File: config.mk
export PLATFORM = sky130hd
export DESIGN_NAME = tcr_regs
export DESIGN_NICKNAME = d
export VERILOG_FILES = /design/src/logic/tcr_pkg.sv /design/src/logic/tcr_coef_if.sv /design/src/logic/tcr_coef_mem.sv /design/src/logic/tcr_regs.sv
export SDC_FILE = /design/constraint.sdc
export NUM_CORES = 1
export LEC_CHECK = 0
export BUFFER_PORTS_ARGS = -buffer_cell sky130_fd_sc_hd__buf_4
export CELL_PAD_IN_SITES_DETAIL_PLACEMENT = 1
export CELL_PAD_IN_SITES_GLOBAL_PLACEMENT = 1
export CORE_MARGIN = 2
export CORE_UTILIZATION = 30
export CTS_BUF_LIST = sky130_fd_sc_hd__clkbuf_4 sky130_fd_sc_hd__clkbuf_8 sky130_fd_sc_hd__clkbuf_16
export DETAILED_ROUTE_END_ITERATION = 16
export PLACE_DENSITY_LB_ADDON = 0.08
export RECOVER_POWER = 100
export SLEW_MARGIN = 15
export SYNTH_ARGS = -nofsm -noshare
export SYNTH_HDL_FRONTEND = slang
export SYNTH_SLANG_ARGS = --single-unit
File: constraint.sdc
create_clock -name clk_in -period 5.6 [get_ports clk_in]
set_input_delay 1.12 -clock clk_in [delete_from_list [all_inputs] [get_ports clk_in]]
set_output_delay 1.12 -clock clk_in [all_outputs]
set_load 0.1 [all_outputs]
File: src/logic/tcr_pkg.sv
package tcr_pkg;

	// Register indices; the byte address on APB is four times the index
	localparam logic [7:0] IDX_DECIM      = 8'h00;
	localparam logic [7:0] IDX_F2_CTRL    = 8'hF7;
	localparam logic [7:0] IDX_SER_CTRL2  = 8'hF8;
	localparam logic [7:0] IDX_AGC_CTRL2  = 8'hF9;
	localparam logic [7:0] IDX_F2_COEF_LO = 8'hB6;
	localparam logic [7:0] IDX_F2_COEF_HI = 8'hF5;

	// Field positions
	localparam int CHA_BANK_BIT    = 0;
	localparam int CHB_BANK_BIT    = 1;
	localparam int WIN_BANK_BIT    = 2;
	localparam int FS_PLACE_BIT    = 0;
	localparam int CHAIN_BIT       = 1;
	localparam int COMB_LSB        = 0;
	localparam int LAG_LSB         = 2;
	localparam int COMB_W          = 2;
	localparam int LAG_W           = 5;

	// Reset values
	localparam logic [7:0] DECIM_RST     = 8'h00;
	localparam logic       BANK_RST      = 1'h0;
	localparam logic       FS_PLACE_RST  = 1'h0;
	localparam logic       CHAIN_RST     = 1'h0;
	localparam logic [1:0] COMB_RST      = 2'h0;
	localparam logic [4:0] LAG_RST       = 5'h0;

	// Fixed base delay of the gain compensation step, sample clocks
	localparam logic [5:0] LAG_BASE      = 6'h04;

	// Coefficient store: 32 words of 16 bits, 64 byte addresses
	localparam int COEF_WORDS = 32;
	localparam int COEF_AW    = 6;

	typedef enum logic [1:0]
	{
		tcr_comb_none,
		tcr_comb_one_tap,
		tcr_comb_four_tap,
		tcr_comb_rsvd
	} tcr_comb_t;

endpackage

File: src/logic/tcr_coef_if.sv
`timescale 1ns/10ps
interface tcr_coef_if;
	logic                 wr_en;
	logic                 bank;
	logic [5:0]           byte_addr;
	logic [7:0]           wdata;
	logic [7:0]           rdata;

	modport owner
	(
		output wr_en,
		output bank,
		output byte_addr,
		output wdata,
		input  rdata
	);
	modport store
	(
		input  wr_en,
		input  bank,
		input  byte_addr,
		input  wdata,
		output rdata
	);
endinterface

File: src/logic/tcr_coef_mem.sv
`timescale 1ns/10ps
module tcr_coef_mem
(
	// Clocking
	input  wire logic clk_in,
	input  wire logic ce_in,
	// Host window
	tcr_coef_if.store host,
	// Filter side reads
	input  wire logic [4:0]  tap_in,
	input  wire logic        cha_bank_in,
	input  wire logic        chb_bank_in,
	output logic      [15:0] cha_coef_out,
	output logic      [15:0] chb_coef_out
);
	// Bytes kept separately so the host can write one half of a word
	logic [7:0] mem_a_lo [tcr_pkg::COEF_WORDS];
	logic [7:0] mem_a_hi [tcr_pkg::COEF_WORDS];
	logic [7:0] mem_b_lo [tcr_pkg::COEF_WORDS];
	logic [7:0] mem_b_hi [tcr_pkg::COEF_WORDS];
	logic [4:0] word;
	logic       hi_byte;

	assign word    = host.byte_addr[5:1];
	assign hi_byte = host.byte_addr[0];

	always_ff @(posedge clk_in)
	begin
		if (ce_in && host.wr_en)
		begin
			if (!host.bank && !hi_byte)
				mem_a_lo[word] <= host.wdata;
			if (!host.bank && hi_byte)
				mem_a_hi[word] <= host.wdata;
			if (host.bank && !hi_byte)
				mem_b_lo[word] <= host.wdata;
			if (host.bank && hi_byte)
				mem_b_hi[word] <= host.wdata;
		end
	end

	always_ff @(posedge clk_in)
	begin
		if (ce_in)
		begin
			case ({host.bank, hi_byte})
				2'h0:    host.rdata <= mem_a_lo[word];
				2'h1:    host.rdata <= mem_a_hi[word];
				2'h2:    host.rdata <= mem_b_lo[word];
				default: host.rdata <= mem_b_hi[word];
			endcase
		end
	end

	always_ff @(posedge clk_in)
	begin
		if (ce_in)
		begin
			cha_coef_out <= cha_bank_in
				? {mem_b_hi[tap_in], mem_b_lo[tap_in]}
				: {mem_a_hi[tap_in], mem_a_lo[tap_in]};
			chb_coef_out <= chb_bank_in
				? {mem_b_hi[tap_in], mem_b_lo[tap_in]}
				: {mem_a_hi[tap_in], mem_a_lo[tap_in]};
		end
	end
endmodule

File: src/logic/tcr_regs.sv
// Overview of operation
// - Bit 0 at index 247 picks memory A (0) or B (1) for channel A FIR2.
// - Bit 1 at index 247 picks memory A (0) or B (1) for channel B FIR2.
// - Bit 2 at index 247 picks the memory the host coefficient window hits.
// - Placement 0 pulses frame sync per packed word or per I/Q pair.
// - Placement 1 pulses frame sync once per output sample period.
// - Bit 1 at index 248 makes the serial port a daisy chain master.
// - Bits 1:0 at index 249 choose the gain detector comb: none, 1 or 4 tap.
// - Bits 6:2 at index 249 add that many clocks to a base lag of 4.
// - Master clear loads every field with its zero default.
// - The sync input never alters any configuration field.
// - Coefficient indices 182 to 245 go to memory B when the page bit is 1.
// - FIR2 holds 32 signed 16-bit words, low byte at the lower index.
`timescale 1ns/10ps
module tcr_regs
(
	// Clock, reset, enable
	input  wire logic        clk_in,
	input  wire logic        rst_in,
	input  wire logic        ce_in,
	// Sync input, deliberately without effect on configuration
	input  wire logic        sync_in,
	// APB slave
	input  wire logic        psel_in,
	input  wire logic        penable_in,
	input  wire logic        pwrite_in,
	input  wire logic [11:0] paddr_in,
	input  wire logic [31:0] pwdata_in,
	output logic      [31:0] prdata_out,
	output logic             pready_out,
	output logic             pslverr_out,
	// Serial port timing from the datapath
	input  wire logic        packed_in,
	input  wire logic        word_start_in,
	input  wire logic        pair_start_in,
	input  wire logic        sample_start_in,
	output logic             serial_frame_sync_out,
	output logic             chain_master_on_out,
	// Gain loop settings
	output tcr_pkg::tcr_comb_t gain_detector_comb_choice_out,
	output logic      [4:0]  extra_gain_align_lag_out,
	output logic      [5:0]  gain_step_lag_out,
	// FIR2 coefficient feed
	input  wire logic [4:0]  tap_in,
	output logic             chan_a_fir2_bank_pick_out,
	output logic             chan_b_fir2_bank_pick_out,
	output logic      [15:0] cha_coef_out,
	output logic      [15:0] chb_coef_out
);
	logic [7:0] decim_r;
	logic       cha_bank_r;
	logic       chb_bank_r;
	logic       win_bank_r;
	logic       fs_place_r;
	logic       chain_r;
	logic [1:0] comb_r;
	logic [4:0] lag_r;
	logic       rd_pend_r;
	logic [7:0] idx;
	logic       aligned;
	logic       is_coef;
	logic       is_known;
	logic       access;
	logic       wr_go;
	logic [7:0] wbyte;
	logic [7:0] reg_rd;
	logic [5:0] coef_off;

	tcr_coef_if coef ();

	function automatic logic in_coef(input logic [7:0] i);
		return i >= tcr_pkg::IDX_F2_COEF_LO && i <= tcr_pkg::IDX_F2_COEF_HI;
	endfunction

	assign idx      = paddr_in[9:2];
	assign aligned  = paddr_in[1:0] == 2'h0 && paddr_in[11:10] == 2'h0;
	assign is_coef  = aligned && in_coef(idx);
	assign is_known = aligned && (in_coef(idx)
		|| idx == tcr_pkg::IDX_DECIM
		|| idx == tcr_pkg::IDX_F2_CTRL
		|| idx == tcr_pkg::IDX_SER_CTRL2
		|| idx == tcr_pkg::IDX_AGC_CTRL2);
	assign access   = psel_in && penable_in && ce_in;
	assign wbyte    = pwdata_in[7:0];
	assign coef_off = 6'(idx - tcr_pkg::IDX_F2_COEF_LO);

	// Coefficient reads need one extra cycle for the registered memory
	assign pready_out  = !(is_coef && !pwrite_in) || rd_pend_r;
	assign pslverr_out = psel_in && penable_in && !is_known;
	assign wr_go       = access && pwrite_in && pready_out && is_known;

	always_ff @(posedge clk_in)
	begin
		if (rst_in)
			rd_pend_r <= 1'b0;
		else if (ce_in)
			rd_pend_r <= psel_in && penable_in && is_coef && !pwrite_in
				&& !rd_pend_r;
	end

	// Reset and writes only; sync_in is intentionally not a term here
	always_ff @(posedge clk_in)
	begin
		if (rst_in)
		begin
			decim_r    <= tcr_pkg::DECIM_RST;
			cha_bank_r <= tcr_pkg::BANK_RST;
			chb_bank_r <= tcr_pkg::BANK_RST;
			win_bank_r <= tcr_pkg::BANK_RST;
			fs_place_r <= tcr_pkg::FS_PLACE_RST;
			chain_r    <= tcr_pkg::CHAIN_RST;
			comb_r     <= tcr_pkg::COMB_RST;
			lag_r      <= tcr_pkg::LAG_RST;
		end
		else if (wr_go)
		begin
			case (idx)
				tcr_pkg::IDX_DECIM:
					decim_r <= wbyte;
				tcr_pkg::IDX_F2_CTRL:
				begin
					cha_bank_r <= wbyte[tcr_pkg::CHA_BANK_BIT];
					chb_bank_r <= wbyte[tcr_pkg::CHB_BANK_BIT];
					win_bank_r <= wbyte[tcr_pkg::WIN_BANK_BIT];
				end
				tcr_pkg::IDX_SER_CTRL2:
				begin
					fs_place_r <= wbyte[tcr_pkg::FS_PLACE_BIT];
					chain_r    <= wbyte[tcr_pkg::CHAIN_BIT];
				end
				tcr_pkg::IDX_AGC_CTRL2:
				begin
					comb_r <= wbyte[tcr_pkg::COMB_LSB +: tcr_pkg::COMB_W];
					lag_r  <= wbyte[tcr_pkg::LAG_LSB +: tcr_pkg::LAG_W];
				end
				default:
					decim_r <= decim_r;
			endcase
		end
	end

	always_comb
	begin
		reg_rd = 8'h00;
		case (idx)
			tcr_pkg::IDX_DECIM:
				reg_rd = decim_r;
			tcr_pkg::IDX_F2_CTRL:
				reg_rd = {5'h00, win_bank_r, chb_bank_r, cha_bank_r};
			tcr_pkg::IDX_SER_CTRL2:
				reg_rd = {6'h00, chain_r, fs_place_r};
			tcr_pkg::IDX_AGC_CTRL2:
				reg_rd = {1'h0, lag_r, comb_r};
			default:
				reg_rd = 8'h00;
		endcase
	end

	always_ff @(posedge clk_in)
	begin
		if (rst_in)
			prdata_out <= 32'h0000_0000;
		else if (ce_in && psel_in && !penable_in && !pwrite_in && !is_coef)
			prdata_out <= {24'h00_0000, is_known ? reg_rd : 8'h00};
		// Loaded in the wait state so the byte stands when pready rises
		else if (ce_in && psel_in && penable_in && is_coef && !pwrite_in
			&& !rd_pend_r)
			prdata_out <= {24'h00_0000, coef.rdata};
	end

	assign coef.wr_en     = wr_go && is_coef;
	assign coef.bank      = win_bank_r;
	assign coef.byte_addr = coef_off;
	assign coef.wdata     = wbyte;

	tcr_coef_mem u_mem
	(
		.clk_in       (clk_in),
		.ce_in        (ce_in),
		.host         (coef.store),
		.tap_in       (tap_in),
		.cha_bank_in  (cha_bank_r),
		.chb_bank_in  (chb_bank_r),
		.cha_coef_out (cha_coef_out),
		.chb_coef_out (chb_coef_out)
	);

	// Frame sync registered so it lines up one clock after the strobes
	always_ff @(posedge clk_in)
	begin
		if (rst_in)
			serial_frame_sync_out <= 1'b0;
		else if (ce_in)
		begin
			if (fs_place_r)
				serial_frame_sync_out <= sample_start_in;
			else if (packed_in)
				serial_frame_sync_out <= word_start_in;
			else
				serial_frame_sync_out <= pair_start_in;
		end
	end

	assign chain_master_on_out           = chain_r;
	assign gain_detector_comb_choice_out = tcr_pkg::tcr_comb_t'(comb_r);
	assign extra_gain_align_lag_out      = lag_r;
	assign gain_step_lag_out = tcr_pkg::LAG_BASE + {1'b0, lag_r};
	assign chan_a_fir2_bank_pick_out     = cha_bank_r;
	assign chan_b_fir2_bank_pick_out     = chb_bank_r;
endmodule
==> results.toml, run 1 <==
[grt]
grt_pass1_wl_um = 257000
grt_max_degree = 102
grt_usage = 0.220
grt_overflow = 0
grt_antenna_before_repair = 9
grt_pass1_vias = 29900

[die]
start_util = 0.302
std_cell_rows = 150
ios = 143
die_width_um = 414
dieArea_sq_um = 171000
core-area_sq_um = 167000
die_h_um = 414

[synth]
netlist_area_sq_um = 50400
synth_ff_type = "edfxtp_1"
synth.distinct_cells = 58
synth_edf_count = 1064
synth-seq-cells = 1094
yosysSeqAreaShare = 0.646
yosysTopAreaCellShare = 0.634
ys_top_cells_by_area = "edfxtp_1, mux4_2, nor2_1"
synthArstFlopShare = 0
yosysWarnings = 0
netlist_instances = 2576
yosysTopAreaCell = "edfxtp_1"
syn_avg_cell_area_sq_um = 19.6

[finish]
drive_gt1_frac = 0.316
finalCoreUtilization = 0.349
syn2layout_area_growth_pct = 15.5
nets = 2859

[sta]
rsz0062_at_grt = "no"
max_slew.worst_pin.slew_ns = 4.42
finalHoldViolations = 0
fmax_mhz = 205
finalClockSkew_ns = 0.0293
relSlewSlack = -1.95
setup_viol = 0
min_period_over_period = 0.869
finalSetupTns_ns = 0
period_minus_slack_ns = 4.87
drv_slew = 886

[hold_path]
min_delay_path_depth = 2
hold_path_class = "reg2reg"

[placement]
gp_congestion = 0.828
dp_hpwl_um = 124000
port_buffers = 93

[power]
finalPower_mw = 19.4
ir_worst_vdd_mv = 0.273
p_per_area_nw_per_um2 = 334
leakage_nw = 17.7

[clock_network]
cts_tree = "built"
cts.sinks = 1094
cts_setup_buffers = 0
clkLatencyLatePin_ns = 0.78
cts-root-buf = "clkbuf_16"
holdBufCountCts = 0
htreeDepth = 4
postCtsResizedCells = 0
numCtsBuffers = 137
clk_pin_slew_ns = 0.06
clockBufferDepth = 3

[critical_path]
worstPathRequired_ns = 6.10
path_max_fanout = 42
critPathLaunchType = "input port"
crit_path_end_kind = "flip-flop"
r2r_cells = 6
path_class = "in2reg"
cp.arrival_ns = 5.37

[drt]
drt_wl_total_um = 188000
dr.pass1.iters = 5
via_per_inst = 5.61
avgRoutedWirePerCell_um = 36.9
drc = 0
first_iter_violations = 2811
vias = 28600
ant_nets = 0

[run_status]
status = "finished, violations left"
violations = "capacitance limit, slew limit"

[job]
maxCapViolCount = 17
==> cell type report <==
type / instances / area (sq um)
fillers: 16400 / 109000
repair buffers: 283 / 1790
diodes: 1 / 2.50
inverters: 4 / 15.0
flip-flops and latches: 1094 / 32600
clock inverters: 73 / 509
multi-input cells: 1273 / 16900
well taps: 2204 / 2760
clock buffers: 169 / 3720
==> registers in the layout, summed over array words and instances, names as in the netlist <==
signal,count
u_mem.mem_a_hi,256
u_mem.mem_a_lo,256
u_mem.mem_b_hi,256
u_mem.mem_b_lo,256
u_mem.cha_coef_out,16
u_mem.chb_coef_out,16
decim_r,8
prdata_out,8
u_mem.host.rdata,8
extra_gain_align_lag_out,5
gain_detector_comb_choice_out,2
chain_master_on_out,1
chan_a_fir2_bank_pick_out,1
chan_b_fir2_bank_pick_out,1
coef.bank,1
fs_place_r,1
rd_pend_r,1
serial_frame_sync_out,1
==> per-stage QoR <==
stage | instances | area (sq um) | hold WS [ns] | setup WS [ns]
final | 5101 | 58200 | 0.489 | 0.733
after global routing | 5101 | 58200 | 0.523 | 0.530
after CTS | 5100 | 58900 | 0.488 | 1.19
after detailed placement | 4858 | 54700 | 0.478 | 0.684
after global placement | 4858 | 54700 | 0.469 | 0.746
after floorplan | 2599 | 50500 | 0.453 | 1.22
==> kinds of logic after synthesis <==
| logic type | share of synthesized area |
|---|---|
| buffers and inverters | 0.0208 |
| adder cells (fa/ha/maj) | 0.00149 |
| multiplexers | 0.270 |
| AO/OA/AOI/OAI | 0.0290 |
| flip-flops | 0.646 |
| XOR/XNOR | 0.000695 |
| other | 0.0000744 |
| AND/OR/NAND/NOR | 0.0325 |
==> worst paths after layout <==
check                                            start                          endpoint  slack, ns
worst min-delay path            rd_pend_r$_SDFFE_PP0P_            rd_pend_r$_SDFFE_PP0P_       0.49
worst max-delay path                         tap_in[1]  u_mem.chb_coef_out[11]$_DFFE_PP_       0.73
worst max register to register  coef.bank$_SDFFE_PP0P_    u_mem.mem_b_lo[2][5]$_DFFE_PP_       1.99
worst min register to register  rd_pend_r$_SDFFE_PP0P_            rd_pend_r$_SDFFE_PP0P_       0.49
==> layout by cell type, fill, tap and decap left out, types with 8 or more instances in the layout <==
master     count
a211oi_1       9
a21oi_1       51
a22oi_1       21
a31oi_1        8
and3_1         9
buf_12        21
buf_4         93
clkbuf_1     162
clkbuf_16    140
clkbuf_4      29
clkinv_1      37
clkinv_2      18
conb_1        24
dfxtp_1       28
edfxtp_1    1064
mux2_1        13
mux2i_1       43
mux4_2       576
nand2_1       66
nor2_1       252
nor3_1        12
o221ai_1      16
o22ai_1       76
==> Yosys cell counts, types with 2 or more instances <==
cell	instances
edfxtp_1	1064
mux4_2	576
nor2_1	253
clkbuf_1	101
o22ai_1	76
nand2_1	66
buf_2	53
a21oi_1	51
mux2i_1	43
buf_1	42
dfxtp_1	30
buf_4	28
a22oi_1	21
mux2_2	18
o221ai_1	16
nor3_1	12
and3_1	9
a211oi_1	8
a31oi_1	8
a221o_1	7
a222oi_1	7
o21ai_0	7
ha_1	6
nand3_1	6
nor2b_1	5
nor4_1	5
and2_1	4
clkbuf_2	4
inv_1	4
nand2b_1	4
o21a_1	4
a221oi_1	3
nand3b_1	3
nand4_1	3
nand4b_1	2
or2_2	2
or3_1	2
xnor2_1	2
xor2_1	2
==> power by group <==
part           internal, mW  switching, mW  total [mW]  leakage (nW)
Combinational         0.632           1.31        1.94          5.78
Clock                  4.93           3.51        8.44          2.11
Sequential             9.04         0.0154        9.05          9.83
==> per-layer routing <==
metal / vias to the layer above / global-route usage / wire, um
li1: 11400 / - / -
met1: 15900 / 0.294 / 79900
met2: 1018 / 0.372 / 93300
met3: 211 / 0.0403 / 10800
met4: 2 / 0.0465 / 3970
met5: - / 0 / 13
==> worst max-delay path, cell delays in order <==
cell and delay, ns:
clkbuf_2 1.66, buf_4 0.69, mux4_2 0.62, mux4_2 0.50
mux2_1 0.46, nor2_1 0.15, a21oi_1 0.06
No activity file was read; power rests on OpenSTA's default activity.
==> run 2: changes to the inputs <==
--- a/config.mk
+++ b/config.mk
@@ -9,12 +9,11 @@
 export CELL_PAD_IN_SITES_DETAIL_PLACEMENT = 1
 export CELL_PAD_IN_SITES_GLOBAL_PLACEMENT = 1
 export CORE_MARGIN = 2
-export CORE_UTILIZATION = 30
+export CORE_UTILIZATION = 55
 export CTS_BUF_LIST = sky130_fd_sc_hd__clkbuf_4 sky130_fd_sc_hd__clkbuf_8 sky130_fd_sc_hd__clkbuf_16
 export DETAILED_ROUTE_END_ITERATION = 16
 export PLACE_DENSITY_LB_ADDON = 0.08
 export RECOVER_POWER = 100
-export SLEW_MARGIN = 15
 export SYNTH_ARGS = -nofsm -noshare
 export SYNTH_HDL_FRONTEND = slang
 export SYNTH_SLANG_ARGS = --single-unit
==> run 2 against run 1 <==
  * The run still ends with capacitance limit, slew limit left
  * Register-to-register slack improved by 0.17 ns
  * Largest power group unchanged
  * Setup slack gained 0.073 ns
  * Clock power shrank 6.5%
  * Clock skew is 0.0061 ns lower
  * Via count increased by 3.7%
  * Combinational power shrank 5%
  * Power decreased by 3.4%
  * Critical path depth fell by 5
==> results.toml, run 2 (synthesis results as in run 1) <==
[run_status]
status = "finished, violations left"
violations = "capacitance limit, slew limit"

[drt]
via_per_inst = 7.35
drt_wl_total_um = 158000
avgRoutedWirePerCell_um = 39.1
vias = 29700
ant_nets = 0
dr.pass1.iters = 5
drc = 0
first_iter_violations = 4156

[placement]
post-place-ws_ns = 0.683
gp_congestion = 0.906
dp_hpwl_um = 104000
dp.cells = 3820
port_buffers = 93

[sta]
fmax_mhz = 209
period_minus_slack_ns = 4.79
relSlewSlack = -1.98
max_slew.worst_pin.slew_ns = 4.47
setup_viol = 0
min_period_over_period = 0.856
finalHoldViolations = 0
drv_slew = 854
finalSetupTns_ns = 0
finalClockSkew_ns = 0.0233
rsz0062_at_grt = "no"
fin_ws_ns = 0.806

[power]
finalPower_mw = 18.8
leakage_nw = 17.4
ir_worst_vdd_mv = 0.254
p_per_area_nw_per_um2 = 333

[critical_path]
r2r_start = "coef.bank$_SDFFE_PP0P_"
r2r_slack_ns = 2.16
cp_cell_sequence = "clkbuf_1 > clkbuf_2"
critPathLaunchType = "input port"
r2r_end = "u_mem.mem_b_lo[28][2]$_DFFE_PP_"
crit_end = "u_mem.mem_b_hi[12][4]$_DFFE_PP_"
cp_num_cells = 2
path_class = "in2reg"
crit_start = "pwdata_in[4]"
slowest_stage = "clkbuf_1"
r2r_cells = 4
worstPathRequired_ns = 5.86
slowest_delay_ns = 2.31
crit_path_end_kind = "flip-flop"
cp.arrival_ns = 5.05
path_max_fanout = 74
worst-path-buf-inv = 2
path_delay_family = "buffers and inverters"

[clock_network]
clockBufferDepth = 3
cts.sinks = 1094
numCtsBuffers = 114
cts_tree = "built"
htreeDepth = 3
holdBufCountCts = 0
postCtsResizedCells = 0
clkLatencyLatePin_ns = 0.70
cts_setup_buffers = 0
clk_pin_slew_ns = 0.06
cts-root-buf = "clkbuf_16"

[finish]
syn2layout_area_growth_pct = 11.9
finalCoreUtilization = 0.618
final_common_cell = "edfxtp_1"
instances_no_fill = 4038
drive_gt1_frac = 0.310
layout_common_cells = "edfxtp_1, mux4_2, nor2_1"
nets = 2816

[grt]
grt_max_degree = 100
grt_antenna_before_repair = 5
grt_usage = 0.342
grt_pass1_wl_um = 226000
grt_pass1_vias = 30000
grt_overflow = 0

[die]
die_h_um = 307
dieArea_sq_um = 94100
start_util = 0.553
die_width_um = 307
core-area_sq_um = 91200
ios = 143
std_cell_rows = 111

[hold_path]
hold_path_class = "reg2reg"

[job]
maxCapViolCount = 13
==> run 2: per-layer routing <==
metal	share of wire	GRT usage	vias up
li1	-	-	11300
met1	0.38	0.491	16000
met2	0.47	0.527	1994
met3	0.11	0.0673	310
met4	0.042	0.131	10
met5	0.00056	0	-
==> run 2: where the power goes <==
group | total, mW | leakage [nW] | internal (mW) | switching [mW]
combinational | 1.84 | 5.66 | 0.619 | 1.22
sequential | 9.05 | 9.83 | 9.03 | 0.0183
clock | 7.89 | 1.95 | 4.64 | 3.25
total | 18.8 | 17.4 | 14.3 | 4.49
==> run 2: through the flow <==
step           hold WS (ns)  cell area (sq um)
2_1_floorplan         0.453              50500
3_3_place_gp          0.461              53200
3_5_place_dp          0.497              53200
4_1_cts               0.511              57100
5_1_grt               0.521              56400
6_report              0.507              56400
==> run 2: worst reg2reg max path, stage by stage (launching register included) <==
cell and delay [ns]:
dfxtp_1 0.59, nand2b_1 0.47, or3_1 0.86, buf_4 0.35, nor2_1 0.78
==> run 2: how the worst min path moves through the flow <==
| stage | startpoint | endpoint | slack [ns] | depth (start not counted) |
|---|---|---|---|---|
| 6_report | decim_r[0]$_SDFFE_PP0P_ | decim_r[0]$_SDFFE_PP0P_ | 0.51 | 2 |
| 5_1_grt | rd_pend_r$_SDFFE_PP0P_ | rd_pend_r$_SDFFE_PP0P_ | 0.52 | 2 |
| 4_1_cts | decim_r[0]$_SDFFE_PP0P_ | decim_r[0]$_SDFFE_PP0P_ | 0.51 | 2 |
| 3_5_place_dp | decim_r[0]$_SDFFE_PP0P_ | decim_r[0]$_SDFFE_PP0P_ | 0.50 | 2 |
| 3_3_place_gp | rd_pend_r$_SDFFE_PP0P_ | rd_pend_r$_SDFFE_PP0P_ | 0.46 | 2 |
| 2_1_floorplan | rd_pend_r$_SDFFE_PP0P_ | rd_pend_r$_SDFFE_PP0P_ | 0.45 | 2 |
==> run 2: area by class of cell <==
cell class	count	area, sq um
Multi-Input combinational cell	1273	16900
Antenna cell	2	5.00
Clock buffer	144	3130
Fill cell	7663	34800
Clock inverter	72	756
Timing Repair Buffer	263	1560
Inverter	4	15.0
Sequential cell	1094	32600
Tap cell	1186	1480
